--- src/hdl/mss_regs.vh ---
// Constants of the multiphase startup sequencer: command codes, fields, resets, timing.
// Assumes a 20 MHz master clock and a command port that writes one byte per code.
`ifndef MSS_REGS_VH
`define MSS_REGS_VH

// =========================================
// Command codes
`define MSS_CODE_DELAY 8'hD4
`define MSS_CODE_SLEW 8'hD5
`define MSS_CODE_LL_CAL 8'hDE
`define MSS_CODE_LL_SET 8'hDF
`define MSS_CODE_STATUS 8'hE0

// =========================================
// Fields and reset values
`define MSS_SEL_MSB 2
`define MSS_SEL_LSB 0
`define MSS_LL_MSB 4
`define MSS_DELAY_RST 8'h03
`define MSS_SLEW_RST 8'h02
`define MSS_LL_RST 8'h10

// =========================================
// Timing
`define MSS_CLK_KHZ 20000
`define MSS_DELAY_STEP_US 500
`define MSS_DELAY_STEP_CYC ((`MSS_DELAY_STEP_US * `MSS_CLK_KHZ) / 1000)
`define MSS_STEP_UV 6250
`define MSS_SLEW_MIN_MV_PER_MS 100
`define MSS_STEP_BASE_CYC ((`MSS_STEP_UV * `MSS_CLK_KHZ) / (`MSS_SLEW_MIN_MV_PER_MS * 1000))
`define MSS_MASK_US 250
`define MSS_MASK_CYC ((`MSS_MASK_US * `MSS_CLK_KHZ) / 1000)
`define MSS_DETECT_CYC 3'd6
`define MSS_LATCH_MULT 3'd4
`define MSS_BOOT_CODE 8'hA8
`define MSS_LL_MIN_PCT 8'h32
`define MSS_LL_SPAN_PCT 100
`define MSS_LL_SUM_MAX 13'h003E

`endif

--- src/hdl/mss_sequencer.v ---
// Startup sequencer for a four-phase buck controller: delay timer, soft-start,
// phase detection, per-phase slots, latchoff timer and command registers.
// Assumes a modulator drives per-phase requests and strap pins reach drive_in.
`timescale 1ns/1ps
`include "mss_regs.vh"

module mss_sequencer #(
   parameter DELAY_STEP_CYC = `MSS_DELAY_STEP_CYC,
   parameter STEP_BASE_CYC = `MSS_STEP_BASE_CYC,
   parameter MASK_CYC = `MSS_MASK_CYC
) (
   input wire mclk,
   input wire rst_b,
   input wire enable,
   input wire supply_ok,
   input wire over_limit,
   input wire [7:0] processor_voltage_code,
   input wire cmd_wr,
   input wire [7:0] cmd_code,
   input wire [7:0] cmd_wdata,
   output reg [7:0] cmd_rdata,
   input wire [3:0] pwm_request,
   input wire [3:0] drive_in,
   output reg [3:0] phase_drive,
   output reg [3:0] phase_drive_oe_b,
   output reg [2:0] phase_sink_en,
   output reg [3:0] phase_slot,
   output reg [2:0] phase_count,
   output reg [7:0] dac_target,
   output reg [7:0] positioning_scale,
   output reg output_good,
   output reg latched_off,
   output reg [3:0] seq_state
);

   // =========================================
   // States
   localparam ST_IDLE = 4'd0;
   localparam ST_FIRST_DELAY = 4'd1;
   localparam ST_DETECT = 4'd2;
   localparam ST_BOOT_RAMP = 4'd3;
   localparam ST_BOOT_HOLD = 4'd4;
   localparam ST_CODE_RAMP = 4'd5;
   localparam ST_MASK = 4'd6;
   localparam ST_GOOD_BLANKING = 4'd7;
   localparam ST_RUN = 4'd8;
   localparam ST_LATCHED = 4'd9;

   // Timer bases held at the widths of the counters they feed
   localparam [21:0] DELAY_STEP_W = DELAY_STEP_CYC;
   localparam [15:0] STEP_BASE_W = STEP_BASE_CYC;
   reg rst_s1_reg;
   reg rst_n_reg;
   reg [2:0] en_sync_reg, sup_sync_reg, ovl_sync_reg, pin_s1_reg, pin_s2_reg, pin_s3_reg;
   reg enable_reg, supply_reg, over_reg;
   reg [2:0] strap_reg;
   reg [7:0] delay_sel_reg, slew_sel_reg, ll_cal_reg, ll_set_reg, code_reg;
   reg [7:0] vid_s1_reg, vid_s2_reg, vid_s3_reg, vid_reg;
   reg [3:0] state_reg, state_next;
   reg [21:0] timer_reg, delay_len;
   reg [15:0] step_cnt_reg, step_len;
   reg [1:0] slot_reg;
   reg [5:0] ll_sum;
   reg [12:0] ll_prod;
   wire run_ok, timer_done, step_tick, drives_on;
   genvar gi;

   // =========================================
   // Reset release through two flip-flops
   always @(posedge mclk or negedge rst_b)
   begin
      if (!rst_b)
      begin
         rst_s1_reg <= 1'b0;
         rst_n_reg <= 1'b0;
      end
      else
      begin
         rst_s1_reg <= 1'b1;
         rst_n_reg <= rst_s1_reg;
      end
   end

   // =========================================
   // Pin synchronisers, change accepted when stages two and three agree
   always @(posedge mclk or negedge rst_n_reg)
   begin
      if (!rst_n_reg)
      begin
         en_sync_reg <= 3'h0;
         sup_sync_reg <= 3'h0;
         ovl_sync_reg <= 3'h0;
         pin_s1_reg <= 3'h0;
         pin_s2_reg <= 3'h0;
         pin_s3_reg <= 3'h0;
         vid_s1_reg <= 8'h00;
         vid_s2_reg <= 8'h00;
         vid_s3_reg <= 8'h00;
         vid_reg <= 8'h00;
         enable_reg <= 1'b0;
         supply_reg <= 1'b0;
         over_reg <= 1'b0;
      end
      else
      begin
         en_sync_reg <= {en_sync_reg[1:0], enable};
         sup_sync_reg <= {sup_sync_reg[1:0], supply_ok};
         ovl_sync_reg <= {ovl_sync_reg[1:0], over_limit};
         pin_s1_reg <= drive_in[3:1];
         pin_s2_reg <= pin_s1_reg;
         pin_s3_reg <= pin_s2_reg;
         vid_s1_reg <= processor_voltage_code;
         vid_s2_reg <= vid_s1_reg;
         vid_s3_reg <= vid_s2_reg;
         if (vid_s2_reg == vid_s3_reg)
            vid_reg <= vid_s3_reg;
         if (en_sync_reg[1] == en_sync_reg[2])
            enable_reg <= en_sync_reg[2];
         if (sup_sync_reg[1] == sup_sync_reg[2])
            supply_reg <= sup_sync_reg[2];
         if (ovl_sync_reg[1] == ovl_sync_reg[2])
            over_reg <= ovl_sync_reg[2];
      end
   end

   // =========================================
   // Command registers and read-back
   always @(posedge mclk or negedge rst_n_reg)
   begin
      if (!rst_n_reg)
      begin
         delay_sel_reg <= `MSS_DELAY_RST;
         slew_sel_reg <= `MSS_SLEW_RST;
         ll_cal_reg <= `MSS_LL_RST;
         ll_set_reg <= `MSS_LL_RST;
         cmd_rdata <= 8'h00;
      end
      else
      begin
         if (cmd_wr)
         begin
            if (cmd_code == `MSS_CODE_DELAY)
               delay_sel_reg <= cmd_wdata;
            else if (cmd_code == `MSS_CODE_SLEW)
               slew_sel_reg <= cmd_wdata;
            else if (cmd_code == `MSS_CODE_LL_CAL)
               ll_cal_reg <= cmd_wdata;
            else if (cmd_code == `MSS_CODE_LL_SET)
               ll_set_reg <= cmd_wdata;
         end
         if (cmd_code == `MSS_CODE_DELAY)
            cmd_rdata <= delay_sel_reg;
         else if (cmd_code == `MSS_CODE_SLEW)
            cmd_rdata <= slew_sel_reg;
         else if (cmd_code == `MSS_CODE_LL_CAL)
            cmd_rdata <= ll_cal_reg;
         else if (cmd_code == `MSS_CODE_LL_SET)
            cmd_rdata <= ll_set_reg;
         else if (cmd_code == `MSS_CODE_STATUS)
            cmd_rdata <= {2'b00, latched_off, output_good, state_reg};
         else
            cmd_rdata <= 8'h00;
      end
   end

   // =========================================
   // Timer lengths from delay and slew codes
   always @*
   begin
      delay_len = DELAY_STEP_W * ({19'h00000, delay_sel_reg[`MSS_SEL_MSB:`MSS_SEL_LSB]} + 22'h1);
      if (state_reg == ST_RUN)
         delay_len = delay_len * {19'h00000, `MSS_LATCH_MULT};
      // cycles per step, base over odd divisor
      step_len = STEP_BASE_W / {12'h000, slew_sel_reg[`MSS_SEL_MSB:`MSS_SEL_LSB], 1'b1};
      ll_sum = {1'b0, ll_cal_reg[`MSS_LL_MSB:0]} + {1'b0, ll_set_reg[`MSS_LL_MSB:0]};
      ll_prod = ({7'h00, ll_sum} * 13'h0064) / `MSS_LL_SUM_MAX;
   end

   // Run condition and timer ends
   assign run_ok = enable_reg & supply_reg;
   assign timer_done = (timer_reg + 22'h1 >= delay_len);
   assign step_tick = (step_cnt_reg + 16'h1 >= step_len);
   // =========================================
   // Sequence state machine, next state
   always @*
   begin
      state_next = state_reg;
      case (state_reg)
         ST_IDLE:
            // start once enable and supply are good
            if (run_ok)
               state_next = ST_FIRST_DELAY;
         ST_FIRST_DELAY:
            if (timer_done)
               state_next = ST_DETECT;
         ST_DETECT:
            if (timer_reg[2:0] == `MSS_DETECT_CYC - 3'd1)
               state_next = ST_BOOT_RAMP;
         ST_BOOT_RAMP:
            if (dac_target == `MSS_BOOT_CODE)
               state_next = ST_BOOT_HOLD;
         ST_BOOT_HOLD:
            if (timer_done)
               state_next = ST_CODE_RAMP;
         ST_CODE_RAMP:
            if (dac_target == code_reg)
               state_next = ST_MASK;
         ST_MASK:
            if (timer_reg + 22'h1 >= MASK_CYC)
               state_next = ST_GOOD_BLANKING;
         ST_GOOD_BLANKING:
            if (timer_done)
               state_next = ST_RUN;
         ST_RUN:
            if (over_reg && timer_done)
               state_next = ST_LATCHED;
         ST_LATCHED:
            state_next = ST_LATCHED;
         default:
            state_next = ST_IDLE;
      endcase
      if (!run_ok)
         state_next = ST_IDLE;
   end

   // =========================================
   // Sequence registers: state, timer, DAC target, code sample, straps
   always @(posedge mclk or negedge rst_n_reg)
   begin
      if (!rst_n_reg)
      begin
         state_reg <= ST_IDLE;
         timer_reg <= 22'h0;
         step_cnt_reg <= 16'h0;
         dac_target <= 8'h00;
         code_reg <= 8'h00;
         strap_reg <= 3'h0;
      end
      else
      begin
         state_reg <= state_next;
         // Timer restarts on every state change
         if (state_next != state_reg)
            timer_reg <= 22'h0;
         // latchoff counts only while over limit in run
         else if (state_reg == ST_RUN && !over_reg)
            timer_reg <= 22'h0;
         else
            timer_reg <= timer_reg + 22'h1;
         if (state_reg == ST_DETECT && pin_s2_reg == pin_s3_reg)
            strap_reg <= pin_s3_reg;
         else if (state_reg == ST_IDLE)
            strap_reg <= 3'h0;
         // sample processor code at end of hold
         if (state_reg == ST_BOOT_HOLD && timer_done)
            code_reg <= vid_reg;
         if (state_reg == ST_BOOT_RAMP || state_reg == ST_CODE_RAMP)
            step_cnt_reg <= step_tick ? 16'h0 : step_cnt_reg + 16'h1;
         else
            step_cnt_reg <= 16'h0;
         if (state_reg == ST_IDLE)
            dac_target <= 8'h00;
         else if (state_reg == ST_BOOT_RAMP && step_tick && dac_target != `MSS_BOOT_CODE)
            dac_target <= dac_target + 8'h01;
         // code ramp steps up or down
         else if (state_reg == ST_CODE_RAMP && step_tick)
         begin
            if (dac_target < code_reg)
               dac_target <= dac_target + 8'h01;
            else if (dac_target > code_reg)
               dac_target <= dac_target - 8'h01;
         end
      end
   end

   // =========================================
   // Phase count, slot rotation and status outputs
   always @(posedge mclk or negedge rst_n_reg)
   begin
      if (!rst_n_reg)
      begin
         phase_count <= 3'd4;
         slot_reg <= 2'd0;
         phase_slot <= 4'h0;
         output_good <= 1'b0;
         latched_off <= 1'b0;
         seq_state <= ST_IDLE;
         positioning_scale <= 8'h00;
      end
      else
      begin
         if (strap_reg[0])
            phase_count <= 3'd1;
         else if (strap_reg[1])
            phase_count <= 3'd2;
         else if (strap_reg[2])
            phase_count <= 3'd3;
         else
            phase_count <= 3'd4;
         if ({1'b0, slot_reg} + 3'd1 >= phase_count)
            slot_reg <= 2'd0;
         else
            slot_reg <= slot_reg + 2'd1;
         phase_slot <= 4'h1 << slot_reg;
         output_good <= (state_reg == ST_RUN);
         latched_off <= (state_reg == ST_LATCHED);
         seq_state <= state_reg;
         positioning_scale <= `MSS_LL_MIN_PCT + ll_prod[7:0];
      end
   end
   // no pulses in detection or before
   assign drives_on = (state_reg >= ST_BOOT_RAMP) && (state_reg <= ST_RUN);
   // =========================================
   // Per-phase drive, enable and sink
   generate
      for (gi = 0; gi < 4; gi = gi + 1)
      begin : g_phase
         always @(posedge mclk or negedge rst_n_reg)
         begin
            if (!rst_n_reg)
            begin
               phase_drive[gi] <= 1'b0;
               phase_drive_oe_b[gi] <= (gi == 0) ? 1'b0 : 1'b1;
            end
            else
            begin
               // each phase gated on its own request
               phase_drive[gi] <= drives_on & pwm_request[gi] & (gi < phase_count);
               // pin one always driven, low when idle
               if (gi == 0)
                  phase_drive_oe_b[gi] <= 1'b0;
               // strapped pins high impedance after detection
               else if (state_reg == ST_IDLE || state_reg == ST_FIRST_DELAY
                        || state_reg == ST_DETECT)
                  phase_drive_oe_b[gi] <= 1'b1;
               else
                  phase_drive_oe_b[gi] <= (gi >= phase_count);
            end
         end
      end
      for (gi = 0; gi < 3; gi = gi + 1)
      begin : g_sink
         always @(posedge mclk or negedge rst_n_reg)
         begin
            if (!rst_n_reg)
               phase_sink_en[gi] <= 1'b0;
            else
               // weak sink before soft-start while enabled
               phase_sink_en[gi] <= enable_reg && (state_reg == ST_IDLE
                  || state_reg == ST_FIRST_DELAY || state_reg == ST_DETECT);
         end
      end
   endgenerate
endmodule

--- config.mk ---
export PLATFORM = sky130hd
export DESIGN_NAME = mss_sequencer
export DESIGN_NICKNAME = d
export VERILOG_FILES = /design/src/hdl/mss_sequencer.v
export VERILOG_INCLUDE_DIRS = /design/src /design/src/hdl
export SDC_FILE = /design/constraint.sdc
export NUM_CORES = 1
export LEC_CHECK = 0
export BUFFER_PORTS_ARGS = -buffer_cell sky130_fd_sc_hd__buf_2
export CORE_UTILIZATION = 30
export DETAILED_ROUTE_END_ITERATION = 8
export GPL_TIMING_DRIVEN = 0
export PLACE_DENSITY = 0.55
export SLEW_MARGIN = 10
export SYNTH_ARGS = -nofsm -noshare
export SYNTH_HDL_FRONTEND = slang
export SYNTH_SLANG_ARGS = --single-unit
--- constraint.sdc ---
create_clock -name mclk -period 13.8 [get_ports mclk]
set_clock_uncertainty 0.2 [all_clocks]
set_input_delay 3.45 -clock mclk [delete_from_list [all_inputs] [get_ports mclk]]
set_output_delay 3.45 -clock mclk [all_outputs]
set_load 0.01 [all_outputs]
; ---- After elaboration in Yosys (flattened, before gate mapping)
; Cells that the tools add are included.
[totals]
input_bits = 38
regBits = 187
output_inout_bits = 48
wordCells = 163
[op_classes]
div = 2
n_shift = 1
n_reduce_logical = 22
n_lt_le_gt_ge = 15
addsub = 10
n_eq_ne = 24
multipliers = 2
mux = 34
n_bitwise = 12
[ops]
columns = operator, n
row1 = $mux 8, 9
row2 = $eq 8x8->1 const B, 6
row3 = $mux 22, 2
row4 = $pmux 4 s10, 1
row5 = $mux 4, 9
row6 = $mux 16, 2
row7 = $add 22x1->23 const B, 1
row8 = $ge 23x13->1 const B, 1
row9 = $add 22x1->22 const B, 1
row10 = $ge 22x22->1, 1
row11 = $mux 20, 1
row12 = $add 16x1->16 const B, 1
row13 = $div 11x4->16 const A, 1
row14 = $eq 4x3->1 const B, 4
row15 = $eq 8x8->1, 2
row16 = $ge 16x16->1, 1
row17 = $mux 3, 5
row18 = $mul 10x4->14 const A, 1
row19 = $div 13x6->13 const B, 1
row20 = $mul 6x5->11 const B, 1
row21 = $and 1x1->1, 9
row22 = $logic_and 1x1->1, 9
row23 = $add 6x8->8 const A, 1
row24 = $add 8x1->8 const B, 1
row25 = other kinds (37), 51

; ---- Logic depth before layout (Yosys ltp)
; Gate-level depths: netlist (run 1).
[logic_depth]
ltp_word = 10
mapped_depth = 78
ltp_nobuf = 77

; ---- Worst setup path after synthesis (run 1)
; OpenSTA, ideal clock, no wires.
[synth_path]
kind = reg2reg
startpoint = register slew_sel_reg[1]
endpoint = register dac_target[5]
setup_ns = 0.078
synth_period_minus_slack_ns = 15.766
arrival_time_ns = 15.489
stages_incl_launch_ff = 76
n_path_buf = 1
slack_ns = -1.966
required_time_ns = 13.522
cell_sequence = dfstp_2 buf_6 inv_1 ha_1 ha_1 nor2b_1 and2_1 mux2i_1 nor3_1 inv_1 ha_1 a21o_1 a21oi_1 o2111ai_4 inv_4 mux2i_1 inv_1 ha_1 (+40 left out) o221ai_1 nor3_2 ha_1 a21o_1 a21o_1 a21o_1 a21o_1 a21o_1 a21o_1 a21oi_1 o21ai_0 a21oi_1 nor3b_1 nand2b_1 nor3_1 a31oi_1 or3_1 a21oi_1
[synth_between]
elab_chain_len = 6
word_cells_on_any_way = 10
classes_between = div: 1 / order compare: 1 / mux: 2 / reduce/logical: 6
[synth_rtl]
columns = element, line
row1 = "start, declared", mss_sequencer.v:57  ; reg [7:0] delay_sel_reg, slew_sel_reg, ll_cal_reg, ll_set_reg, code_reg;
row2 = "start signal, assigned", mss_sequencer.v:133  ; slew_sel_reg <= `MSS_SLEW_RST;
row3 = "start signal, assigned", mss_sequencer.v:145  ; slew_sel_reg <= cmd_wdata;
row4 = $div 11x4->16 *, mss_sequencer.v:174  ; step_len = STEP_BASE_W / {12'h000, slew_sel_reg[`MSS_SEL_MSB:`MSS_SEL_LSB], 1'b1};
row5 = $ge 16x16->1 *, mss_sequencer.v:182  ; assign step_tick = (step_cnt_reg + 16'h1 >= step_len);
row6 = $logic_and 1x1->1, mss_sequencer.v:263  ; else if (state_reg == ST_BOOT_RAMP && step_tick && dac_target != `MSS_BOOT_CODE)
row7 = $logic_and 1x1->1 (no line), n/a
row8 = $reduce_bool 4->1 (no line) (tied with other cells), n/a
row9 = $reduce_and 2->1 (no line) / $mux 8 (equally long branches), n/a
row10 = "end signal, assigned", mss_sequencer.v:264  ; dac_target <= dac_target + 8'h01;
row11 = "end signal, assigned", mss_sequencer.v:269  ; dac_target <= dac_target + 8'h01;
row12 = "end signal, assigned", mss_sequencer.v:271  ; dac_target <= dac_target - 8'h01;
row13 = "end, declared", mss_sequencer.v:29  ; output reg [7:0] dac_target,
; Every way passes the cells marked *; elsewhere a longest branch is shown, timed or not.
; A chain may end at the register's enable or synchronous reset.

; ---- Worst setup path after layout (run 1)
[layout_path]
startpoint = register slew_sel_reg[1]
endpoint = register dac_target[6]
; Same word-level chain as after synthesis.

==> flow_summary.toml, run 1 <==
[critical_path]
cp.required_ns = 13.98
reg2reg_slack_ns = -0.41
critPathMaxStageDelay_ns = 0.58
slowest_stage = "dfstp_2"
crit_family = "compound AO/OA/AOI/OAI gates"
crit_top_cell = "a21o_1"
r2r_end = "dac_target[6]"
crit_fanout = 4
cp-end-kind = "flop"
rr_worst_depth = 74
critPathLaunchType = "flop"
critPathKind = "reg -> reg"
worstPathArrival_ns = 14.39
path_buf_inv = 7
r2r_start = "slew_sel_reg[1]"

[synth]
synth.distinct_cells = 107
synth.area.top_cells = "dfrtp_1 (34%), ha_1 (11%), mux2_2 (5.2%)"
ys_seq_area_share_pct = 35.4
synth_seq_cells = 187
yosysMostFrequentCell = "dfrtp_1"
synth_cells = 1392
synthFlopType = "dfrtp_1"
syn-mean-instance-area_sq_um = 9.53
synth_edf_count = 0
ys_warn_count = 0
netlist_area_sq_um = 13300
synthTopCellsByCount = "dfrtp_1 (178), nor2_1 (119), ha_1 (114), nand2_1 (102), inv_1 (75)"
yosys.area.top_type_share_pct = 33.6
async_flop_share_pct = 100
synth_largest_area_cell = "dfrtp_1"

[global_route]
use_met1_pct = 21.1
busiest_layer = "met2"
gr-usage-all-layers_pct = 15.5
grt_max_degree = 64
grt_pass1_wl_mm = 56.5
antenna_found_initial = 5
gr-usage-met2_pct = 25.3
grt_pass1_vias = 10900
grtUsageMet3_pct = 2.79
gr-total-overflow = 0

[power_and_ir_drop]
swShare_pct = 37.7
p_per_area_nw_per_um2 = 124
internal_power_w = 0.00124
clkPwrFrac_pct = 25.7
seqPwrFrac_pct = 30.6
p_total_w = 0.00199
ir_worst_vdd_mv = 0.0837
comb_power_share_pct = 43.8
p_switching_w = 0.000749
p_leak_nw = 7.57

[sta]
whs_ns = 0.0759
setup_ws_ns = -0.410
finalSetupViolations = 17
relSlewSlack_pct = 25.1
hold_violations = 0
fin_crit_sh_pct = 103
max_freq_ghz = 0.0704
grt_setup_unrepaired = "yes"
slew_viol_final = 0
fin_crit_ns = 14.21
worstMarginPinSlew_ns = 1.11

[finish]
drive_above_1_share_pct = 23.1
largest_reg_flops = 22
syn_to_final_growth_pct = 21.2
n_fill_cell = 4385
layout.nets = 1718

[placed_design]
dp_slack_ns = -2.30
portBuffers = 83
dp_hpwl_mm = 25.7
gp_congestion = 0.842

[drt]
num_vias = 11000
vias_per_cell = 5.09
drtIter0Drc = 646
drc = 0
wirelength_mm = 34.0
wire_per_inst_um = 15.7
postRouteAntennaNets = 0
first_pass_iters = 5

[cts]
cts_buffer_depth = 2
holdBufCountCts = 0
cts_buffers = 17
tritoncts = "yes"
clk_pin_slew_ns = 0.09
cts.sinks = 187
root_buffer = "clkbuf_16"
cts-htree-levels = 4
insertion_delay_ns = 0.44

[hold_path]
hold_class = "reg -> async"

[die]
die_y_um = 212
start_util_pct = 30.6
ioPinCount = 86
dieArea_sq_um = 45100
die_w_um = 212
fp.coreArea_sq_um = 43400
rows = 76

[flow_run]
maxCapViolations = 0

[outcome]
violations = "setup timing"
status = "finished, violations left"
[layer usage]
| layer | vias to the layer above | part of all wire, % |
|---|---|---|
| li1 | 5384 | - |
| met1 | 5323 | 48 |
| met2 | 229 | 46 |
| met3 | 40 | 4.3 |
| met4 | 6 | 1.7 |
| met5 | - | 0.11 |
[how the worst max path moves through the flow]
stage	from	endpoint	slack [ns]	cells after the start
final	slew_sel_reg[1]	dac_target[6]	-0.41	74
after global routing	slew_sel_reg[1]	dac_target[6]	-1.05	74
after CTS	slew_sel_reg[1]	dac_target[5]	-0.44	74
after detailed placement	slew_sel_reg[0]	dac_target[5]	-2.30	75
after global placement	slew_sel_reg[0]	dac_target[5]	-2.16	76
after floorplan	slew_sel_reg[1]	dac_target[5]	-0.45	74
[placed cells by master, fill, tap and decap left out, drive strengths merged, types with 42 or more instances in the layout]
cell type  count
a21oi         65
buf          148
dfrtp        178
ha           114
inv           80
mux2          63
nand2        102
nand3         44
nor2         120
o21ai         64
xnor2         46
xor2          42
[kinds of logic after synthesis]
family | share of synthesized area (%)
and+or+nand+nor | 18.3
AOI/OAI and AO/OA | 17.1
DFF | 35.4
adders and majority gates | 12.3
buffers and inverters | 3.45
xor gates and xnor gates | 6.20
muxes | 7.25
other | 0.0566
[power by group through the flow]
stage	sequential, W	combinational (W)	clock [W]
finish	0.000607	0.000869	0.000510
CTS	0.000607	0.000836	0.000521
global route	0.000611	0.000956	0.000542
global placement	0.000624	0.000731	0
detailed placement	0.000617	0.000752	0
floorplan	0.000623	0.000574	0
[cell type report]
type                            instances  area [sq um]  area share (%)
Buffer                                 31           161            1.00
Inverter                               80           337            2.09
Timing Repair Buffer                  141           936            5.82
Multi-Input combinational cell       1100          8610            53.5
Clock buffer                           17           425            2.64
Clock inverter                         14           185            1.15
Antenna cell                            2          5.00          0.0311
Tap cell                              585           732            4.55
Sequential cell                       187          4690            29.2
[through the flow]
| stage | setup TNS [ns] | cell area [sq um] | util [%] | std cells |
|---|---|---|---|---|
| 2_1_floorplan | -3.82 | 13500 | - | 1399 |
| 3_3_place_gp | -35.06 | 14700 | 33.9 | 2067 |
| 3_5_place_dp | -37.19 | 14800 | 34.1 | 2070 |
| 4_1_cts | -3.46 | 15900 | 36.6 | 2147 |
| 5_1_grt | -16.23 | 16100 | 37.1 | 2155 |
| 6_report | -4.70 | 16100 | 37.1 | 2157 |
[worst register-to-register path, delay by kind of cell, from the launching register on]
family | cells | cell delay (ns)
simple gates | 22 | 3.86
compound gates | 31 | 5.23
mux | 5 | 1.32
flops | 1 | 0.58
buf+inv | 7 | 0.61
fa+ha+maj | 9 | 2.37
[what timing repair did]
| item | 4_1_cts | 5_1_grt |
|---|---|---|
| hold endpoints to repair | 0 | 0 |
| gates resized for setup | 34 | 31 |
| buffers inserted | 46 | 8 |
| cloned | 0 | 1 |
| pin swaps | 29 | 24 |
| endpoints found under the setup margin | 19 | 19 |
Note: power is estimated with default switching activity, not from simulation.
==> run 2: changes to the inputs <==
--- a/config.mk
+++ b/config.mk
@@ -7,6 +7,7 @@
 export NUM_CORES = 1
 export LEC_CHECK = 0
 export BUFFER_PORTS_ARGS = -buffer_cell sky130_fd_sc_hd__buf_2
+export CORE_MARGIN = 2
 export CORE_UTILIZATION = 30
 export DETAILED_ROUTE_END_ITERATION = 8
 export GPL_TIMING_DRIVEN = 0
==> run 2 against run 1 <==
  * The run still ends with setup timing left
  * Hold slack improved by 0.011 ns
  * Fmax up 0.28%
  * Register-to-register slack gained 0.04 ns
  * Via count is essentially flat
  * Sequential cell count unchanged
  * Worst setup slack improved by 0.039 ns
  * Core utilization is 0.62 points lower
  * Global-route usage shrank 0.60 points
  * Final cell count increased by 0.32%
  * Critical path type unchanged
==> flow_summary.toml, run 2 (synthesis results as in run 1) <==
[global_route]
gr-usage-all-layers_pct = 14.9
grt_pass1_wl_mm = 56.4
grt_pass1_vias = 11200
gr-total-overflow = 0
grt_max_degree = 68
antenna_found_initial = 4

[critical_path]
critPathMaxStageDelay_ns = 0.54
cp-end-kind = "flop"
slowest_stage = "or4b_4"
crit_fanout = 13
critPathKind = "reg -> reg"
critPathLaunchType = "flop"
crit_top_cell = "a21o_1"
cp.required_ns = 13.96
worstPathArrival_ns = 14.33

[drt]
vias_per_cell = 5.08
postRouteAntennaNets = 0
drtIter0Drc = 643
drc = 0
wirelength_mm = 34.1
wire_per_inst_um = 15.8
first_pass_iters = 5
num_vias = 11000

[power_and_ir_drop]
seqPwrFrac_pct = 30.3
comb_power_share_pct = 43.6
p_per_area_nw_per_um2 = 125
ir_worst_vdd_mv = 0.0828
p_switching_w = 0.000745
swShare_pct = 37.2
p_leak_nw = 7.56
clkPwrFrac_pct = 26.1
internal_power_w = 0.00126

[finish]
layout_commonest_cell = "dfrtp_1"
layout.cells.non_filler = 2164
fin_area_sq_um = 16000
layout.nets = 1717
drive_above_1_share_pct = 22.7
syn_to_final_growth_pct = 20.8
final_cell_mix = "dfrtp_1 (177), nor2_1 (116), ha_1 (103)"
seq_area_sq_um = 4690
postLayoutCoreUtil_pct = 36.5
largest_reg_flops = 22
n_fill_cell = 4470
multi_input_area_sq_um = 8570

[die]
ioPinCount = 86
dieArea_sq_um = 45900
die_w_um = 214
fp.coreArea_sq_um = 43900
rows = 77
die_y_um = 214
start_util_pct = 30.2

[sta]
fin_crit_ns = 14.17
relSlewSlack_pct = 22.1
fin_crit_sh_pct = 103
max_freq_ghz = 0.0706
hold_violations = 0
whs_ns = 0.0873
setup_ws_ns = -0.371
finalSetupViolations = 17
grt_setup_unrepaired = "yes"
slew_viol_final = 0
worstMarginPinSlew_ns = 1.16

[placed_design]
dp_hpwl_mm = 25.5
placed_cells = 2077
dp_slack_ns = -2.27
gp_congestion = 0.843
portBuffers = 83
dpl-instance-area_sq_um = 14800

[cts]
tritoncts = "yes"
holdBufCountCts = 0
insertion_delay_ns = 0.43
cts_buffer_depth = 2
cts.sinks = 187
root_buffer = "clkbuf_16"
clk_pin_slew_ns = 0.08
cts_buffers = 17
cts-htree-levels = 4

[hold_path]
hold_class = "reg -> async"

[outcome]
violations = "setup timing"
status = "finished, violations left"

[flow_run]
maxCapViolations = 0
[run 2: changes by cell type in the layout (fill, tap and decap cells not counted), moves of 2 or more]
cell     change
inv_6        +2
nor2b_1      +4
nor2b_2      -3
buf_4        +4
buf_6        -3
buf_8        -2
nand2_1      +2
[run 2: final cells by class]
cell class                 instances  share of cell area (%)
clock inverter                    15                    1.28
clock buffer                      17                    2.65
multi-input combinational       1100                    53.5
timing repair buffer             140                    5.59
sequential                       187                    29.3
buffer                            31                   0.960
inverter                          80                    2.12
tap                              592                    4.62
antenna                            2                  0.0312
[run 2: power by group through the flow]
| stage | Combinational (W) | Sequential [W] | Clock [W] |
|---|---|---|---|
| floorplan | 0.000574 | 0.000623 | 0 |
| global placement | 0.000724 | 0.000625 | 0 |
| detailed placement | 0.000745 | 0.000617 | 0 |
| CTS | 0.000838 | 0.000607 | 0.000535 |
| global route | 0.000962 | 0.000612 | 0.000563 |
| finish | 0.000872 | 0.000607 | 0.000522 |
[run 2: final timing paths]
| path | start | to | slack [ns] | cells after the start |
|---|---|---|---|---|
| setup / recovery | slew_sel_reg[0] | dac_target[5] | -0.37 | 74 |
| hold / removal | rst_n_reg | seq_state[0] | 0.09 | 0 |
| setup reg to reg | slew_sel_reg[0] | dac_target[5] | -0.37 | 74 |
| hold reg to reg | rst_n_reg | seq_state[0] | 0.09 | 0 |
| max in group asynchronous | rst_b | rst_n_reg | 10.71 | 1 |
| min in group mclk | vid_s1_reg[3] | vid_s2_reg[3] | 0.15 | 0 |
[run 2: repair_timing]
item                                    in CTS  in global routing
buffers inserted                            48                  6
pin swaps                                   29                 18
hold endpoints to repair                     0                  0
resized for setup                           34                 14
endpoints found under the setup margin      19                 19
cloned                                       0                  0
[run 2: per-layer routing]
metal / global-route usage [%] / routed length [um] / vias up
li1: - / - / 5365
met1: 19.5 / 16300 / 5408
met2: 25.1 / 16100 / 163
met3: 2.48 / 991 / 48
met4: 4.72 / 751 / 4
met5: 0 / 27 / -
[run 2: per-stage QoR]
| stage | setup TNS, ns | power [W] |
|---|---|---|
| finish | -3.83 | 0.00200 |
| global route | -15.77 | 0.00214 |
| global placement | -36.48 | 0.00135 |
| CTS | -3.53 | 0.00198 |
| detailed placement | -37.28 | 0.00136 |
| floorplan | -3.82 | 0.00120 |
[run 2: critical path, delay by kind of cell (launching register included)]
kind / cells / cell delay [ns]
compound gates: 31 / 5.28
fa+ha+maj: 9 / 2.28
buf+inv: 7 / 0.72
simple gates: 22 / 3.87
flops: 1 / 0.42
mux: 5 / 1.32
==> run 3: changes to the inputs <==
--- a/config.mk
+++ b/config.mk
@@ -8,10 +8,9 @@
 export LEC_CHECK = 0
 export BUFFER_PORTS_ARGS = -buffer_cell sky130_fd_sc_hd__buf_2
 export CORE_MARGIN = 2
-export CORE_UTILIZATION = 30
+export CORE_UTILIZATION = 38
 export DETAILED_ROUTE_END_ITERATION = 8
-export GPL_TIMING_DRIVEN = 0
-export PLACE_DENSITY = 0.55
+export PLACE_DENSITY = 0.65
 export SLEW_MARGIN = 10
 export SYNTH_ARGS = -nofsm -noshare
 export SYNTH_HDL_FRONTEND = slang
==> run 3 against run 2 <==
  * The flow still finishes with violations (setup timing)
  * Design area is 1.2% higher
  * Die area is 21% lower
  * Non-clock buffer count is 45 higher
  * Total power is 2.8% higher
  * Largest power group unchanged
  * Highest routed layer unchanged
==> flow_summary.toml, run 3 (synthesis results as in run 1) <==
[sta]
setup_ws_ns = -0.160
finalSetupViolations = 16
worstMarginPinSlew_ns = 0.996
relSlewSlack_pct = 33.6
hold_violations = 0
slew_viol_final = 0
grt_setup_unrepaired = "yes"
fin_crit_ns = 13.96
fin_crit_sh_pct = 101
max_freq_ghz = 0.0716

[power_and_ir_drop]
internal_power_w = 0.00129
swShare_pct = 37.2
p_leak_nw = 7.81
seqPwrFrac_pct = 29.5
ir_worst_vdd_mv = 0.0746
p_per_area_nw_per_um2 = 127
comb_power_share_pct = 45.4
p_total_w = 0.00206
p_switching_w = 0.000766
clkPwrFrac_pct = 25.0

[finish]
drive_above_1_share_pct = 26.4
largest_reg_flops = 22
layout.nets = 1762
postLayoutCoreUtil_pct = 47.1
fin_area_sq_um = 16200
layout_commonest_cell = "dfrtp_1"
final_cell_mix = "dfrtp_1 (177), buf_4 (129), nor2_1 (116)"
syn_to_final_growth_pct = 22.2

[critical_path]
cp-end-kind = "flop"
critPathLaunchType = "flop"
reg2reg_slack_ns = -0.16
crit_top_cell = "a21o_1"
cp.required_ns = 13.96
crit_fanout = 6
critPathKind = "reg -> reg"
critPathMaxStageDelay_ns = 0.58
slowest_stage = "or4b_4"
worstPathArrival_ns = 14.12

[drt]
first_pass_iters = 5
wirelength_mm = 32.5
vias_per_cell = 5.36
drtIter0Drc = 678
drc = 0
postRouteAntennaNets = 0
num_vias = 11100
wire_per_inst_um = 15.7

[placed_design]
dpl-instance-area_sq_um = 15000
dp_hpwl_mm = 24.1
gp_congestion = 0.882
portBuffers = 83

[cts]
tritoncts = "yes"
holdBufCountCts = 0
cts_buffers = 17
root_buffer = "clkbuf_16"
cts-htree-levels = 4
insertion_delay_ns = 0.43
cts.sinks = 187
clk_pin_slew_ns = 0.08
cts_buffer_depth = 2

[outcome]
status = "finished, violations left"
violations = "setup timing"

[global_route]
grt_pass1_vias = 11200
antenna_found_initial = 6
grt_max_degree = 79
grt_pass1_wl_mm = 54.7
gr-total-overflow = 0
gr-usage-all-layers_pct = 18.3

[die]
fp.coreArea_sq_um = 34500
rows = 68
die_w_um = 191
dieArea_sq_um = 36400
start_util_pct = 38.5
ioPinCount = 86
die_y_um = 191

[hold_path]
hold_class = "reg -> async"

[flow_run]
maxCapViolations = 0
run 3: changes by cell type in the layout (fill, tap and decap cells not counted), moves of 4 or more:
cell,change
clkinv_8,+4
inv_6,-4
nor2b_2,+6
nand2_2,+4
nor2b_1,-7
clkbuf_1,-21
buf_4,+71
run 3: final cells by class:
class / instances / area [sq um]
sequential: 187 / 4690
multi-input combinational: 1100 / 8540
timing repair buffer: 216 / 1450
inverter: 80 / 312
clock inverter: 15 / 218
antenna: 3 / 7.51
fill: 3219 / 18200
tap: 455 / 569
clock buffer: 17 / 425
run 3: final timing paths:
check	start	end	cells past startpoint
max	slew_sel_reg[1]	step_cnt_reg[3]	71
min	rst_n_reg	phase_sink_en[2]	0
max reg2reg	slew_sel_reg[1]	step_cnt_reg[3]	71
min reg2reg	rst_n_reg	phase_sink_en[2]	0
max in group asynchronous	rst_b	rst_n_reg	1
min in group mclk	vid_s1_reg[4]	vid_s2_reg[4]	0
run 3: power groups by stage:
stage          registers [W]  logic [W]  clock network [W]
6_report            0.000607   0.000934           0.000515
4_1_cts             0.000608   0.000895           0.000527
3_3_place_gp        0.000617   0.000799                  0
5_1_grt             0.000613    0.00103           0.000553
3_5_place_dp        0.000618   0.000815                  0
2_1_floorplan       0.000623   0.000574                  0
run 3: metal layers:
metal | wire length, um | global-route usage [%]
met1 | 14700 | 23.5
met2 | 15600 | 31.0
met3 | 1330 | 3.37
met4 | 761 | 5.90
met5 | 35 | 0
run 3: worst max-delay path: cells and delay by family, from the launching register on:
| kind | cells | cell delay [ns] |
|---|---|---|
| fa+ha+maj | 9 | 2.44 |
| flops | 1 | 0.56 |
| buf+inv | 9 | 1.01 |
| simple gates | 21 | 4.14 |
| mux | 5 | 1.17 |
| compound gates | 27 | 4.35 |
run 3: repair_timing:
item	in CTS	in global routing
setup endpoints to repair	17	19
gates cloned	1	0
gates resized for setup	17	27
pin swaps	33	22
setup buffers	37	11
run 3: through the flow:
stage	instances	TNS (ns)	setup WS, ns	hold slack [ns]
global route	2072	-13.50	-0.887	0.157
CTS	2060	-0.917	-0.218	0.154
floorplan	1399	-3.82	-0.448	0.131
detailed placement	1991	-3.26	-0.329	0.136
global placement	1991	-2.30	-0.244	0.131
finish	2073	-1.94	-0.160	0.130
